**src/design/drr_cfg.svh**
```systemverilog
// Constants of the request router: register map, field layout, source codes.
// Assumes inclusion by bare name from the router package and modules.
// Function
// - Eight extra sources are always asserted and ignore peripheral flow control.
// - Enabled always-on source re-activates its channel continuously, from the first tick on when gated.
// - Codes 0x23 to 0x2A are always-on; bytes 0xE3 to 0xEA add enable and gate.
// - Reset clears every source field so no request reaches any channel.
// - Software blocks any peripheral request through channel configuration alone.
// - Channels 8 to 15 route directly; the gate bit there has no effect.
// - Byte 0xC5 on channel 3 routes source 5 through the periodic gate.
// - Byte 0x85 on channel 3 routes source 5 straight through.
// - Channel n of 0 to 7 is gated by timer n+1; channel 3 uses timer 4.
// - Byte 0x89 on channel 0 routes source 0x09 directly.
// - Byte 0x8D on channel 9 at offset 0x0009 routes source 0x0D enabled.
// - Config byte: enable bit 7, gate select bit 6, source bits 5 to 0.
// - Periodic mode blocks a request until a tick; negation of the request re-arms.
// - A tick with no peripheral request sends nothing for that period.
`ifndef DRR_CFG_SVH
`define DRR_CFG_SVH

// ----------------------------------------
// Sizes
// ----------------------------------------
`define DRR_NUM_CH 16
`define DRR_NUM_GATED 8
`define DRR_NUM_PERIPH 35
`define DRR_ADDR_W 4
`define DRR_DATA_W 8
`define DRR_SRC_W 6

// ----------------------------------------
// Register map and field layout
// ----------------------------------------
`define DRR_OFS_CFG_CH3 4'h3
`define DRR_OFS_CFG_CH9 4'h9
`define DRR_BIT_ENABLE 7
`define DRR_BIT_GATE 6
`define DRR_SRC_HI 5
`define DRR_SRC_LO 0
`define DRR_CFG_RESET 8'h00

// ----------------------------------------
// Source codes
// ----------------------------------------
`define DRR_SRC_NONE 6'h00
`define DRR_SRC_ALWAYS_LO 6'h23
`define DRR_SRC_ALWAYS_HI 6'h2A
`define DRR_SRC_PERIPH_HI 6'h22

`endif

```
**src/design/drr_pkg.sv**
```systemverilog
// Types shared by the request router modules.
// Assumes the constants header sits beside it.
`include "drr_cfg.svh"

package drr_pkg;

    // Channel configuration byte
    typedef struct packed {
        logic enable;
        logic gate;
        logic [`DRR_SRC_W-1:0] source;
    } drr_cfg_t;

    // Gate state of one periodic channel
    typedef enum logic [1:0] {
        DRR_IDLE,
        DRR_WAIT_TICK,
        DRR_OPEN
    } drr_gate_st_t;

endpackage

```
**src/design/drr_gate.sv**
```systemverilog
// Periodic gate for one routing channel.
// Assumes request and tick are synchronous one-clock signals.
`timescale 1ns/1ps

module drr_gate
    import drr_pkg::*;
(
    // Clock and reset
    input wire logic clk_in,
    input wire logic reset_in,
    // Gate control
    input wire logic gate_on_in,
    input wire logic req_in,
    input wire logic tick_in,
    // Gated request
    output logic req_out
);

    typedef struct packed {
        drr_gate_st_t st;
    } drr_gate_state_t;

    drr_gate_state_t s_q;
    drr_gate_state_t s_d;

    // ----------------------------------------
    // Gate sequencing
    // ----------------------------------------
    // Next state of the gate
    always_comb begin
        s_d = s_q;
        if (!gate_on_in || !req_in) begin
            s_d.st = DRR_IDLE;
        end else begin
            unique case (s_q.st)
                DRR_IDLE: begin
                    // Request rising while a tick lands opens at once
                    s_d.st = tick_in ? DRR_OPEN : DRR_WAIT_TICK;
                end
                DRR_WAIT_TICK: begin
                    if (tick_in) begin
                        s_d.st = DRR_OPEN;
                    end
                end
                DRR_OPEN: begin
                    s_d.st = DRR_OPEN;
                end
                default: begin
                    s_d.st = DRR_IDLE;
                end
            endcase
        end
    end

    // State register
    always_ff @(posedge clk_in) begin
        if (reset_in) begin
            s_q <= '{st: DRR_IDLE};
        end else begin
            s_q <= s_d;
        end
    end

    // Gated request: tick with no request leaves it closed
    assign req_out = req_in && (!gate_on_in || s_q.st == DRR_OPEN);

    a_gate_blocks: assert property (@(posedge clk_in) disable iff (reset_in)
        gate_on_in && $rose(req_in) && !$past(tick_in) |-> !req_out)
        else $error("Gated request passed before a tick");

    // A tick seen beside a standing request opens the gate at the next edge
    a_tick_opens: assert property (@(posedge clk_in) disable iff (reset_in)
        (gate_on_in && req_in && tick_in) ##1 (gate_on_in && req_in) |-> req_out)
        else $error("Tick with a standing request did not open the gate");

endmodule

```
**src/design/drr_router.sv**
```systemverilog
// Request router: sixteen configuration bytes steer peripheral and
// always-on sources onto sixteen transfer-engine request lines.
// Assumes synchronous requests and one-cycle timer ticks on CLK_IN.
//
// The strobed register port was left to the implementer.
`timescale 1ns/1ps
`include "drr_cfg.svh"

module drr_router
    import drr_pkg::*;
#(
    parameter int NUM_CH = `DRR_NUM_CH,
    parameter int NUM_GATED = `DRR_NUM_GATED,
    parameter int NUM_PERIPH = `DRR_NUM_PERIPH
) (
    // Clock and reset
    input wire logic CLK_IN,
    input wire logic RESET_IN,
    // Register port
    input wire logic [`DRR_ADDR_W-1:0] ADDR_IN,
    input wire logic [`DRR_DATA_W-1:0] WDATA_IN,
    input wire logic WR_IN,
    input wire logic RD_IN,
    output logic [`DRR_DATA_W-1:0] RDATA_OUT,
    // Peripheral requests, index = source code, bit 0 unused
    input wire logic [NUM_PERIPH-1:0] PERIPH_REQ_IN,
    // Interval timer ticks, bit n from timer n+1
    input wire logic [NUM_GATED-1:0] TICK_IN,
    // Transfer engine requests
    output logic [NUM_CH-1:0] ENGINE_REQ_OUT
);

    // ----------------------------------------
    // State
    // ----------------------------------------
    typedef struct packed {
        drr_cfg_t [NUM_CH-1:0] cfg;
        logic [`DRR_DATA_W-1:0] rdata;
        logic [NUM_CH-1:0] req;
    } drr_state_t;

    drr_state_t s_q;
    drr_state_t s_d;
    logic [NUM_CH-1:0] sel_req;
    logic [NUM_CH-1:0] routed;

    // Request level of one source code; zero and unused codes give none
    function automatic logic src_level(input logic [`DRR_SRC_W-1:0] code,
                                       input logic [NUM_PERIPH-1:0] periph);
        logic lvl;
        lvl = 1'b0;
        if (code >= `DRR_SRC_ALWAYS_LO && code <= `DRR_SRC_ALWAYS_HI) begin
            lvl = 1'b1;
        end else if (code != `DRR_SRC_NONE && code <= `DRR_SRC_PERIPH_HI) begin
            lvl = periph[code];
        end
        return lvl;
    endfunction

    // ----------------------------------------
    // Per-channel selection and gating
    // ----------------------------------------
    genvar g;
    generate
        for (g = 0; g < NUM_CH; g++) begin : g_ch
            // Disabled channel blocks its source without touching the peripheral
            assign sel_req[g] = s_q.cfg[g].enable
                && src_level(s_q.cfg[g].source, PERIPH_REQ_IN);
            if (g < NUM_GATED) begin : g_gated
                // Channel g gated by timer g+1, which is tick bit g
                drr_gate u_gate (
                    .clk_in(CLK_IN),
                    .reset_in(RESET_IN),
                    .gate_on_in(s_q.cfg[g].gate),
                    .req_in(sel_req[g]),
                    .tick_in(TICK_IN[g]),
                    .req_out(routed[g])
                );
            end else begin : g_direct
                assign routed[g] = sel_req[g];
            end
        end
    endgenerate

    // ----------------------------------------
    // Register port and output registers
    // ----------------------------------------
    // Next state: configuration writes, read data, request outputs
    always_comb begin
        s_d = s_q;
        if (WR_IN) begin
            s_d.cfg[ADDR_IN] = drr_cfg_t'(WDATA_IN);
        end
        s_d.rdata = RD_IN ? s_q.cfg[ADDR_IN] : 8'h00;
        s_d.req = routed;
    end

    // State register; reset clears all sources and enables
    always_ff @(posedge CLK_IN) begin
        if (RESET_IN) begin
            s_q <= '0;
        end else begin
            s_q <= s_d;
        end
    end

    assign RDATA_OUT = s_q.rdata;
    assign ENGINE_REQ_OUT = s_q.req;

    // ----------------------------------------
    // Checks
    // ----------------------------------------
    a_disabled_quiet: assert property (@(posedge CLK_IN) disable iff (RESET_IN)
        !s_q.cfg[0].enable ##1 1'b1 |-> !ENGINE_REQ_OUT[0])
        else $error("Disabled channel 0 requested");

    a_always_on: assert property (@(posedge CLK_IN) disable iff (RESET_IN)
        s_q.cfg[8].enable && s_q.cfg[8].source == `DRR_SRC_ALWAYS_LO
        |=> ENGINE_REQ_OUT[8])
        else $error("Always-on source not routed");

    a_direct_hi: assert property (@(posedge CLK_IN) disable iff (RESET_IN)
        s_q.cfg[9].enable && s_q.cfg[9].source != `DRR_SRC_NONE
        && s_q.cfg[9].source <= `DRR_SRC_PERIPH_HI
        |=> ENGINE_REQ_OUT[9] == $past(PERIPH_REQ_IN[s_q.cfg[9].source]))
        else $error("Channel 9 not routed directly");

    a_write_read: assert property (@(posedge CLK_IN) disable iff (RESET_IN)
        WR_IN ##1 RD_IN && ADDR_IN == $past(ADDR_IN) && !$past(RD_IN)
        |=> RDATA_OUT == $past(WDATA_IN, 2))
        else $error("Configuration read-back mismatch");

    // Leaving reset shows all configurations and outputs cleared
    a_reset_clears: assert property (@(posedge CLK_IN)
        $fell(RESET_IN) |-> ENGINE_REQ_OUT == '0 && RDATA_OUT == '0 && s_q.cfg == '0)
        else $error("Reset left a configuration or output set");

    // A code above the always-on range never requests
    a_unused_code: assert property (@(posedge CLK_IN) disable iff (RESET_IN)
        s_q.cfg[0].source > `DRR_SRC_ALWAYS_HI |=> !ENGINE_REQ_OUT[0])
        else $error("Unused source code requested on channel 0");

    // Gate-capable channel with gate clear routes its peripheral directly
    a_direct_lo: assert property (@(posedge CLK_IN) disable iff (RESET_IN)
        s_q.cfg[3].enable && !s_q.cfg[3].gate && s_q.cfg[3].source != `DRR_SRC_NONE
        && s_q.cfg[3].source <= `DRR_SRC_PERIPH_HI
        |=> ENGINE_REQ_OUT[3] == $past(PERIPH_REQ_IN[s_q.cfg[3].source]))
        else $error("Channel 3 not routed transparently");

    // Ungated channels pass the selected level straight through
    genvar c;
    generate
        for (c = 0; c < NUM_CH; c++) begin : g_chk
            a_ungated_pass: assert property (@(posedge CLK_IN) disable iff (RESET_IN)
                (c >= NUM_GATED || !s_q.cfg[c].gate)
                |=> ENGINE_REQ_OUT[c] == $past(sel_req[c]))
                else $error("Ungated channel did not follow its source");
        end
    endgenerate

endmodule

```
**config.mk**
```make
export PLATFORM = sky130hd
export DESIGN_NAME = drr_router
export DESIGN_NICKNAME = d
export VERILOG_FILES = /design/src/design/drr_pkg.sv /design/src/design/drr_gate.sv /design/src/design/drr_router.sv
export VERILOG_INCLUDE_DIRS = /design/src /design/src/design
export SDC_FILE = /design/constraint.sdc
export NUM_CORES = 1
export LEC_CHECK = 0
export BUFFER_PORTS_ARGS = -buffer_cell sky130_fd_sc_hd__buf_4
export CELL_PAD_IN_SITES_DETAIL_PLACEMENT = 0
export CELL_PAD_IN_SITES_GLOBAL_PLACEMENT = 1
export CORE_MARGIN = 10
export CORE_UTILIZATION = 35
export CTS_BUF_LIST = sky130_fd_sc_hd__clkbuf_8 sky130_fd_sc_hd__clkbuf_16
export DETAILED_ROUTE_END_ITERATION = 16
export GPL_TIMING_DRIVEN = 0
export PLACE_DENSITY = 0.66
export SETUP_SLACK_MARGIN = 0.05
export SLEW_MARGIN = 20
export SYNTH_ARGS = -nofsm -noshare
export SYNTH_HDL_FRONTEND = slang
export SYNTH_HIERARCHICAL = 1
export SYNTH_SLANG_ARGS = --single-unit
```
**constraint.sdc**
```tcl
create_clock -name CLK_IN -period 2.25 [get_ports CLK_IN]
set_clock_uncertainty 0.2 [all_clocks]
set_input_delay 0.45 -clock CLK_IN [delete_from_list [all_inputs] [get_ports CLK_IN]]
set_output_delay 0.45 -clock CLK_IN [all_outputs]
set_load 0.02 [all_outputs]
```
==> impl_metrics.py, run 1 <==
metrics = {
    "status": {
        "run_status": "finished, violations left",
        "violations": "setup timing",
    },
    "place": {
        "place.detailed.instances": 1859,
        "gp_congestion": 0.9813,
        "place_area_um2": 14940,
        "detailedPlacementHpwl_um": 37440,
        "io_buffers": 78,
    },
    "floorplan": {
        "fp.dieH_um": 216.5,
        "dieArea_um2": 46860,
        "io_count": 83,
        "fp-row-count": 71,
        "core_region_area_um2": 37840,
        "initial_core_util_pct": 35.70,
        "die_x_extent_um": 216.5,
    },
    "min_path": {
        "hp-class": "primary input to flop",
        "hold_path_end": "s_q[126]",
        "worstHoldStart": "WDATA_IN[6]",
        "min_delay_path_depth": 3,
    },
    "timing": {
        "post-route-period-util_pct": 113.4,
        "final.setup.worst_slack_ns": -0.3019,
        "final-setup-viol-count": 17,
        "timing.final.max_slew_violations": 0,
        "worst_slew_margin_rel_pct": 20.18,
        "max_slew.worst_pin.slew_ns": 1.197,
        "fmax_mhz": 391.9,
        "timing.final.hold_violations": 0,
        "totalNegativeSetupSlack_ns": -1.695,
        "final_period_minus_worst_setup_slack_ns": 2.552,
        "unrepaired_setup_endpoints_after_global_routing": "yes",
    },
    "detailed_routing": {
        "dr.first_iter.drc_count": 1452,
        "route.final.wire_length_um": 54030,
        "detail_route.drc_violations": 0,
        "wire_length_per_cell_after_detailed_routing_um": 28.14,
        "detail_route.first_pass.iterations": 5,
        "via_count": 11800,
        "vias_per_cell": 6.145,
        "antenna_left": 0,
    },
    "run": {
        "timing.max_cap.violations": 0,
    },
    "critical_path": {
        "worst_r2r_endpoint": "ENGINE_REQ_OUT[0]",
        "arrival_ns": 2.68,
        "setup.worst_path.end_class": "flop",
        "required_ns": 2.38,
        "criticalPathCategory": "flop to flop",
        "regToRegStartpoint": "s_q[24]",
        "category_of_the_worst_setup_path_launch_point": "flop",
        "worst_r2r_path_depth": 8,
        "critPathMaxFanout": 3,
        "setup_slack_on_the_worst_flop_to_flop_path_ns": -0.30,
    },
    "cts": {
        "tritoncts": "done",
        "cts_num_sinks": 168,
        "worst_setup_hold_path_clk_slew_ns": 0.07,
        "number_of_buffers_created_by_cts": 17,
        "clk_path_buf_depth": 2,
        "cts_root_buf": "clkbuf_16",
        "clock_insertion_delay_worst_skew_ns": 0.46,
        "h-tree-depth": 4,
    },
    "synthesis": {
        "yosys_warnings": 6,
        "synth_top_cell_area_share_pct": 26.84,
        "synth-edff-count": 0,
        "synth_area_per_cell_um2": 10.64,
        "yosysSeqAreaShare_pct": 24.89,
        "synthesis.area_um2": 13510,
        "yosys_register_bits": 168,
        "yosys_most_used_dff": "dfxtp_1",
        "proportion_of_synthesized_flip_flops_having_asynchronous_set_or_reset_pct": 0,
        "synth_top_area_cell": "mux4_2",
        "synth_cell_type_count": 65,
        "post_synth_main_area_contributors": "mux4_2 27%, dfxtp_1 25%, mux2i_1 13%, nor2_1 3.9%, ha_1 3.0%",
        "synth_nets": 1361,
        "post_synth_inst_count": 1270,
    },
    "power": {
        "max-vdd-ir-drop_v": 0.0005744,
        "switch_pwr_uw": 2198,
        "static-leakage-power_uw": 0.006116,
        "power_frac_seq_pct": 41.7,
        "switching_share_pct": 30.10,
        "combPwrFrac_pct": 17.7,
        "clkPwrFrac_pct": 40.6,
        "power_per_standard_cell_area_nw_per_um2": 450.9,
        "internal_power_uw": 5105,
    },
    "cells_and_area": {
        "fin_nets": 1488,
        "final_common_cell": "mux2i_1",
        "diodes": 0,
        "most-common-layout-cells": "181 x mux2i_1, 164 x mux4_2, 145 x dfxtp_1, 140 x nor2_1, 138 x buf_4",
        "layout-area-overhead-vs-synth_pct": 19.88,
        "finish.cell_count_without_fillers": 1920,
        "drive_gt1_share_pct": 35.84,
        "multi_input_comb_area_um2": 9284,
        "area.sequential_um2": 3410,
        "design_area_um2": 16200,
        "nFillCells": 3697,
    },
    "global_route": {
        "first_global_vias": 11460,
        "overflow": 0,
        "globalRouteTotalUtil_pct": 22.60,
        "antenna_found_initial": 1,
        "maximum_number_of_pins_on_one_net_before_global_route_repair": 17,
        "grt_first_pass_wirelength_um": 78560,
    },
}
==> per-layer routing <==
layer	up-vias	track usage (%)	part of all wire [%]	routed length (um)
li1	5019	-	-	-
met1	5923	29.39	41	22400
met2	737	33.42	44	23500
met3	120	8.106	11	6183
met4	0	9.205	3.6	1944
met5	-	0	0	0
==> Yosys cell counts, types with 8 or more instances <==
library cell	instances
mux2_2	14
clkbuf_1	90
nand3b_1	25
and2b_1	8
buf_6	8
mux4_1	14
nor3_1	16
buf_2	28
nor2b_1	26
nand3_1	19
a21oi_1	40
a21boi_0	8
o21ai_0	25
a21o_1	9
inv_1	38
dfxtp_1	168
buf_1	8
mux4_2	161
or4_1	8
a211oi_1	9
mux2i_1	181
nand2b_1	21
nor4_1	13
nor3b_1	9
ha_1	32
nand2_1	48
buf_4	29
nor2_1	140
==> state kept, by name, indices dropped and copies added (netlist names) <==
| name | count |
|---|---|
| ENGINE_REQ_OUT | 16 |
| RDATA_OUT | 8 |
| g_ch.g_gated.u_gate/s_q | 16 |
| s_q | 128 |
==> power groups by stage <==
stage / clock (uW) / sequential (uW) / combinational (uW)
6_report: 2970 / 3040 / 1290
2_1_floorplan: 0 / 3090 / 709
3_5_place_dp: 0 / 3110 / 1210
5_1_grt: 3140 / 3040 / 1330
4_1_cts: 3020 / 3040 / 1240
3_3_place_gp: 0 / 3110 / 1200
==> area by class of cell <==
type / count / area share (%)
Buffer: 152 / 7.061
Clock buffer: 18 / 2.711
Clock inverter: 13 / 0.7648
Inverter: 38 / 0.8806
Multi-Input combinational cell: 898 / 57.32
Sequential cell: 168 / 21.05
Tap cell: 511 / 3.947
Timing Repair Buffer: 122 / 6.265
==> repair_timing <==
action,CTS,global route
gates resized for setup,85,87
pin swaps,8,13
cloned,0,1
buffers inserted,22,13
hold buffers,8,0
setup endpoints to repair,143,167
hold endpoints to repair,8,0
==> metrics by stage <==
| stage | worst slack, ns | utilization (%) | hold slack, ns | total power (uW) |
|---|---|---|---|---|
| CTS | -0.2362 | 42.08 | 0.1019 | 7290 |
| finish | -0.3019 | 42.80 | 0.1118 | 7303 |
| floorplan | -0.09159 | - | 0.2546 | 3800 |
| global route | -0.3203 | 42.80 | 0.1170 | 7515 |
| detailed placement | -0.9229 | 39.48 | 0.2816 | 4315 |
| global placement | -0.9795 | 39.45 | 0.2700 | 4306 |
==> cells by family (layout without fill, tap and decap cells) <==
family                     count (synthesis)  count (layout)  synth area share [%]
DFF                                      168             168                 24.89
and+or+nand+nor                          358             358                 13.71
muxes                                    370             370                 44.14
adders and majority gates                 32              32                 2.963
buffers and inverters                    204             343                 7.501
xor gates and xnor gates                   3               3                0.1945
AOI/OAI and AO/OA                        135             135                 6.603
==> critical path, stage by stage (launching register included) <==
cell      delay, ns
dfxtp_4        0.38
buf_8          0.12
mux4_2         0.54
mux4_2         0.53
nand3b_1       0.12
nand3_1        0.08
o21a_1         0.20
a21boi_1       0.13
nor2b_1        0.12
==> worst max-delay path by stage <==
stage | depth (start not counted) | slack (ns) | from | to
after global routing | 8 | -0.32 | s_q[24] | ENGINE_REQ_OUT[0]
final | 8 | -0.30 | s_q[24] | ENGINE_REQ_OUT[0]
after CTS | 8 | -0.24 | s_q[24] | ENGINE_REQ_OUT[0]
after global placement | 5 | -0.98 | RESET_IN | s_q[80]
after floorplan | 8 | -0.09 | PERIPH_REQ_IN[23] | ENGINE_REQ_OUT[0]
after detailed placement | 5 | -0.92 | RESET_IN | s_q[90]
No activity file was read; power rests on OpenSTA's default activity.
==> inputs of run 2 (changes only) <==
- CELL_PAD_IN_SITES_DETAIL_PLACEMENT: 0 -> not set
- CELL_PAD_IN_SITES_GLOBAL_PLACEMENT: 1 -> not set
- PLACE_DENSITY: 0.66 -> 0.56
==> run 2 against run 1 <==
  * The run still ends with setup timing left
  * Clock power grew 12%
  * Count of clock-buffer cells in the layout shrank 1
  * Worst setup slack lost 0.0078 ns
  * Critical path depth is the same
  * Global-route usage shrank 1.3 points
  * Total power grew 4.6%
  * Cell area grew 0.45%
  * Sequential cell count is the same
  * Critical endpoint unchanged
==> impl_metrics.py, run 2 (synthesis gave the netlist of run 1 again) <==
metrics = {
    "status": {
        "run_status": "finished, violations left",
        "violations": "setup timing",
    },
    "detailed_routing": {
        "dr.max_layer_used": "met4",
        "wire_length_per_cell_after_detailed_routing_um": 26.70,
        "dr.first_iter.drc_count": 1321,
        "route.final.wire_length_um": 51100,
        "drt-met1-wl_um": 20280,
        "detail_route.drc_violations": 0,
        "vias_per_cell": 6.143,
        "via_count": 11760,
        "met3WireLength_um": 5001,
        "antenna_left": 0,
        "detailed_routed_wire_length_on_met2_um": 22550,
        "detail_route.first_pass.iterations": 6,
    },
    "cts": {
        "h-tree-depth": 4,
        "cts_root_buf": "clkbuf_16",
        "clk_path_buf_depth": 2,
        "clock_insertion_delay_worst_skew_ns": 0.46,
        "worst_setup_hold_path_clk_slew_ns": 0.07,
        "number_of_buffers_created_by_cts": 17,
        "tritoncts": "done",
        "cts_num_sinks": 168,
    },
    "critical_path": {
        "setup.worst_path.end_class": "flop",
        "critPathSlowestCell": "mux4_2",
        "cp_max_stage_delay_ns": 0.52,
        "required_ns": 2.38,
        "criticalPathCategory": "flop to flop",
        "cp_top_family": "multiplexers",
        "cells_along_the_critical_path": "buf_6 -> mux4_2 -> mux4_2 -> nand3b_1 -> nand3_2 -> o21a_1 -> a21boi_1 -> nor2b_1",
        "critPathMaxFanout": 10,
        "arrival_ns": 2.69,
        "category_of_the_worst_setup_path_launch_point": "flop",
        "cp_num_buf_inv": 1,
        "cp_common_cell": "mux4_2",
    },
    "floorplan": {
        "fp-row-count": 71,
        "initial_core_util_pct": 35.70,
        "fp.dieH_um": 216.5,
        "io_count": 83,
        "die_x_extent_um": 216.5,
        "core_region_area_um2": 37840,
        "dieArea_um2": 46860,
    },
    "timing": {
        "timing.final.hold_violations": 0,
        "final-setup-viol-count": 16,
        "max_slew.worst_pin.slew_ns": 1.199,
        "post-route-period-util_pct": 113.8,
        "timing.final.max_slew_violations": 0,
        "fmax_mhz": 390.7,
        "final_period_minus_worst_setup_slack_ns": 2.560,
        "final.setup.worst_slack_ns": -0.3097,
        "totalNegativeSetupSlack_ns": -2.107,
        "unrepaired_setup_endpoints_after_global_routing": "yes",
        "worst_slew_margin_rel_pct": 20.04,
    },
    "cells_and_area": {
        "fin_nets": 1482,
        "utilization_after_layout_pct": 42.99,
        "design_area_um2": 16270,
        "final_common_cell": "mux2i_1",
        "most-common-layout-cells": "180 x mux2i_1, 165 x mux4_2, 147 x dfxtp_1, 140 x nor2_1, 138 x buf_4",
        "number_of_flip_flops_under_the_largest_register_name": 128,
        "drive_gt1_share_pct": 35.64,
        "largest-register": "s_q",
        "diodes": 0,
        "nFillCells": 3597,
        "layout-area-overhead-vs-synth_pct": 20.42,
    },
    "place": {
        "io_buffers": 78,
        "gp_congestion": 1.018,
        "place_area_um2": 14930,
        "detailedPlacementHpwl_um": 36540,
    },
    "global_route": {
        "grt_first_pass_wirelength_um": 74970,
        "first_global_vias": 11470,
        "antenna_found_initial": 0,
        "globalRouteTotalUtil_pct": 21.31,
        "maximum_number_of_pins_on_one_net_before_global_route_repair": 17,
        "overflow": 0,
    },
    "power": {
        "power_per_standard_cell_area_nw_per_um2": 469.7,
        "finalPower_uw": 7642,
        "static-leakage-power_uw": 0.006110,
        "max-vdd-ir-drop_v": 0.0005435,
    },
    "min_path": {
        "hp-class": "primary input to flop",
    },
    "run": {
        "timing.max_cap.violations": 0,
    },
}
==> run 2: changes by cell type in the layout (fill, tap and decap cells not counted), sizes merged <==
cell,change
buf,-10
inv,+3
bufinv,+3
clkbuf,+3
clkinv,-5
==> run 2: where the power goes <==
part | leakage (uW) | internal [uW] | total (uW) | switching (uW)
registers | 0.00137 | 3000 | 3040 | 44.7
clock network | 0.000314 | 1890 | 3340 | 1450
logic | 0.00443 | 542 | 1260 | 718
total | 0.00611 | 5430 | 7640 | 2210
==> run 2: stage by stage <==
stage	hold slack [ns]	instances	setup WS [ns]
2_1_floorplan	0.2546	1270	-0.09159
4_1_cts	0.08248	1911	-0.2828
6_report	0.09895	1914	-0.3097
5_1_grt	0.09764	1914	-0.3261
3_3_place_gp	0.2732	1859	-0.9585
3_5_place_dp	0.2867	1859	-0.9417
==> run 2: layer usage <==
layer  GRT usage [%]  vias up
met5               0        -
li1                -     5009
met2           32.19      764
met4           11.49        0
met3           6.100      166
met1           27.04     5818
==> run 2: layout make-up <==
cell class	count	area (um2)	area share [%]
buffer	152	1154	7.091
inverter	38	142.6	0.8767
tap	511	639.4	3.930
timing repair buffer	116	952.2	5.852
multi-input combinational	898	9340	57.41
clock buffer	17	425.4	2.615
sequential	168	3405	20.93
clock inverter	14	211.5	1.300
==> run 2: path summary, 6_finish.rpt <==
check                 endpoint        start  slack, ns  cells after the start
max          ENGINE_REQ_OUT[0]      s_q[25]      -0.31                      8
min                   s_q[126]  WDATA_IN[6]        0.1                      3
max reg2reg  ENGINE_REQ_OUT[0]      s_q[25]      -0.31                      8
min reg2reg           s_q[126]     s_q[126]       0.30                      2
==> run 2: worst register-to-register path: stages (launching register included) <==
cell and delay (ns):
dfxtp_2 0.48, buf_6 0.22, mux4_2 0.38, mux4_2 0.52
nand3b_1 0.11, nand3_2 0.07, o21a_1 0.20, a21boi_1 0.13
nor2b_1 0.13
==> run 2: what timing repair did <==
action | 4_1_cts | 5_1_grt
buffers inserted | 25 | 5
hold endpoints to repair | 8 | 0
pin swaps | 10 | 17
gates resized for setup | 96 | 67
setup endpoints to repair | 167 | 52
hold buffers | 8 | 0
==> inputs of run 3 (changes only) <==
- PLACE_DENSITY: 0.56 -> not set
- PLACE_DENSITY_LB_ADDON: not set -> 0.3
==> run 3 against run 2 <==
  * The run still ends with setup timing left
  * Count of clock-buffer cells in the layout stayed put
  * Die area stayed put
  * Worst setup slack gained 0.027 ns
  * Critical path depth unchanged
  * Cell area up 0.19%
  * Sequential cell count did not move
  * Sequential power barely moved
  * Clock power decreased by 9.6%
  * Wire length down 0.31%
  * Total power is 4.3% lower
  * Critical path type unchanged
  * Critical endpoint unchanged
==> impl_metrics.py, run 3 (synthesis gave the netlist of run 1 again) <==
metrics = {
    "global_route": {
        "antenna_found_initial": 0,
        "first_global_vias": 11390,
        "maximum_number_of_pins_on_one_net_before_global_route_repair": 17,
        "grt_first_pass_wirelength_um": 74090,
        "globalRouteTotalUtil_pct": 21.09,
        "overflow": 0,
    },
    "power": {
        "switching_share_pct": 30.38,
        "max-vdd-ir-drop_v": 0.0005513,
        "internal_power_uw": 5092,
        "combPwrFrac_pct": 17.3,
        "power_per_standard_cell_area_nw_per_um2": 448.7,
        "power_frac_seq_pct": 41.5,
        "static-leakage-power_uw": 0.006126,
        "switch_pwr_uw": 2222,
        "finalPower_uw": 7314,
        "clkPwrFrac_pct": 41.2,
    },
    "place": {
        "gp_congestion": 1.010,
        "io_buffers": 78,
        "place.detailed.instances": 1859,
        "detailedPlacementHpwl_um": 36150,
    },
    "floorplan": {
        "die_x_extent_um": 216.5,
        "fp-row-count": 71,
        "io_count": 83,
        "core_region_area_um2": 37840,
        "initial_core_util_pct": 35.70,
        "dieArea_um2": 46860,
        "fp.dieH_um": 216.5,
    },
    "run": {
        "timing.max_cap.violations": 0,
    },
    "status": {
        "run_status": "finished, violations left",
        "violations": "setup timing",
    },
    "cts": {
        "number_of_buffers_created_by_cts": 17,
        "worst_setup_hold_path_clk_slew_ns": 0.08,
        "h-tree-depth": 4,
        "tritoncts": "done",
        "cts_num_sinks": 168,
        "clk_path_buf_depth": 2,
        "clock_insertion_delay_worst_skew_ns": 0.46,
        "cts_root_buf": "clkbuf_16",
    },
    "timing": {
        "worst_slew_margin_rel_pct": 23.02,
        "unrepaired_setup_endpoints_after_global_routing": "yes",
        "final_period_minus_worst_setup_slack_ns": 2.533,
        "max_slew.worst_pin.slew_ns": 1.155,
        "post-route-period-util_pct": 112.6,
        "fmax_mhz": 394.8,
        "timing.final.hold_violations": 0,
        "final-setup-viol-count": 15,
        "timing.final.max_slew_violations": 0,
        "final.setup.worst_slack_ns": -0.2830,
    },
    "cells_and_area": {
        "most-common-layout-cells": "179 x mux2i_1, 165 x mux4_2, 146 x dfxtp_1, 140 x nor2_1, 139 x buf_4",
        "drive_gt1_share_pct": 35.79,
        "diodes": 0,
        "finish.cell_count_without_fillers": 1922,
        "layout-area-overhead-vs-synth_pct": 20.65,
        "fin_nets": 1489,
        "number_of_flip_flops_under_the_largest_register_name": 128,
        "largest-register": "s_q",
        "utilization_after_layout_pct": 43.07,
        "final_common_cell": "mux2i_1",
    },
    "critical_path": {
        "setup_slack_on_the_worst_flop_to_flop_path_ns": -0.28,
        "critPathMaxFanout": 4,
        "regToRegStartpoint": "s_q[24]",
        "worst_r2r_endpoint": "ENGINE_REQ_OUT[0]",
        "criticalPathCategory": "flop to flop",
        "cp_common_cell": "mux4_2",
        "critPathSlowestCell": "mux4_2",
        "arrival_ns": 2.68,
        "worst_r2r_path_depth": 8,
        "required_ns": 2.39,
        "cp_max_stage_delay_ns": 0.55,
        "category_of_the_worst_setup_path_launch_point": "flop",
        "setup.worst_path.end_class": "flop",
        "cells_along_the_critical_path": "buf_8 -> mux4_2 -> mux4_2 -> nand3b_1 -> nand3_1 -> o21a_1 -> a21boi_1 -> nor2b_1",
    },
    "detailed_routing": {
        "vias_per_cell": 6.107,
        "detail_route.first_pass.iterations": 6,
        "detail_route.drc_violations": 0,
        "antenna_left": 0,
        "dr.first_iter.drc_count": 1223,
        "route.final.wire_length_um": 50940,
        "via_count": 11740,
        "wire_length_per_cell_after_detailed_routing_um": 26.50,
    },
    "min_path": {
        "min_delay_path_depth": 3,
        "hp-class": "primary input to flop",
        "worstHoldStart": "WDATA_IN[6]",
        "hold_path_end": "s_q[118]",
    },
}
[run 3: cell count changes in the layout (fill, tap and decap cells not counted), sizes merged]
cell      change
clkbuf        -1
clkinv        +5
clkinvlp      -1
bufinv        -3
buf           +8
[run 3: power by group through the flow]
stage          sequential [uW]  combinational [uW]  clock, uW
2_1_floorplan             3090                 709          0
3_3_place_gp              3100                1160          0
3_5_place_dp              3110                1170          0
4_1_cts                   3040                1200       3040
5_1_grt                   3040                1300       3170
6_report                  3040                1260       3020
[run 3: per-layer routing]
metal	routed length (um)	vias up	global-route usage, %
met5	0	-	0
met4	3488	0	13.14
met3	5750	165	6.017
met2	22370	788	31.56
met1	19330	5769	26.38
li1	-	5015	-
[run 3: how the worst max path moves through the flow]
stage                 startpoint                       endpoint  slack [ns]  cells past startpoint
5_1_grt                  s_q[24]              ENGINE_REQ_OUT[0]       -0.35                      8
2_1_floorplan  PERIPH_REQ_IN[23]              ENGINE_REQ_OUT[0]       -0.09                      8
3_5_place_dp   PERIPH_REQ_IN[33]  g_ch[6].g_gated.u_gate/s_q[0]       -0.98                      8
6_report                 s_q[24]              ENGINE_REQ_OUT[0]       -0.28                      8
3_3_place_gp   PERIPH_REQ_IN[33]  g_ch[6].g_gated.u_gate/s_q[0]       -0.96                      8
4_1_cts                  s_q[24]              ENGINE_REQ_OUT[0]       -0.27                      8
[run 3: timing repair]
item	4_1_cts	5_1_grt
pin swaps	8	14
hold endpoints to repair	8	0
setup endpoints to repair	159	80
resized for setup	85	85
gates cloned	0	1
hold buffers	8	0
buffers inserted	20	18
[run 3: through the flow]
stage          area [um2]  TNS (ns)  worst slack [ns]  hold slack, ns
5_1_grt             16300    -2.845           -0.3542          0.1059
6_report            16300    -1.939           -0.2830         0.08934
2_1_floorplan       13700   -0.2763          -0.09159          0.2546
4_1_cts             15980    -2.258           -0.2654         0.07767
3_3_place_gp        14930    -96.50           -0.9575          0.2688
3_5_place_dp        14930   -101.85           -0.9824          0.2784
[run 3: cell type report]
type,count,area (um2)
Buffer,151,1142
Clock buffer,17,425.4
Clock inverter,15,143.9
Fill cell,3634,21540
Inverter,38,142.6
Multi-Input combinational cell,898,9314
Sequential cell,168,3413
Tap cell,511,639.4
Timing Repair Buffer,124,1080
[run 3: critical path: cells and delay by family, from the launching register on]
| kind | cells | cell delay, ns |
|---|---|---|
| buf+inv | 1 | 0.12 |
| mux | 2 | 1.08 |
| compound gates | 2 | 0.32 |
| simple gates | 3 | 0.32 |
| flops | 1 | 0.38 |
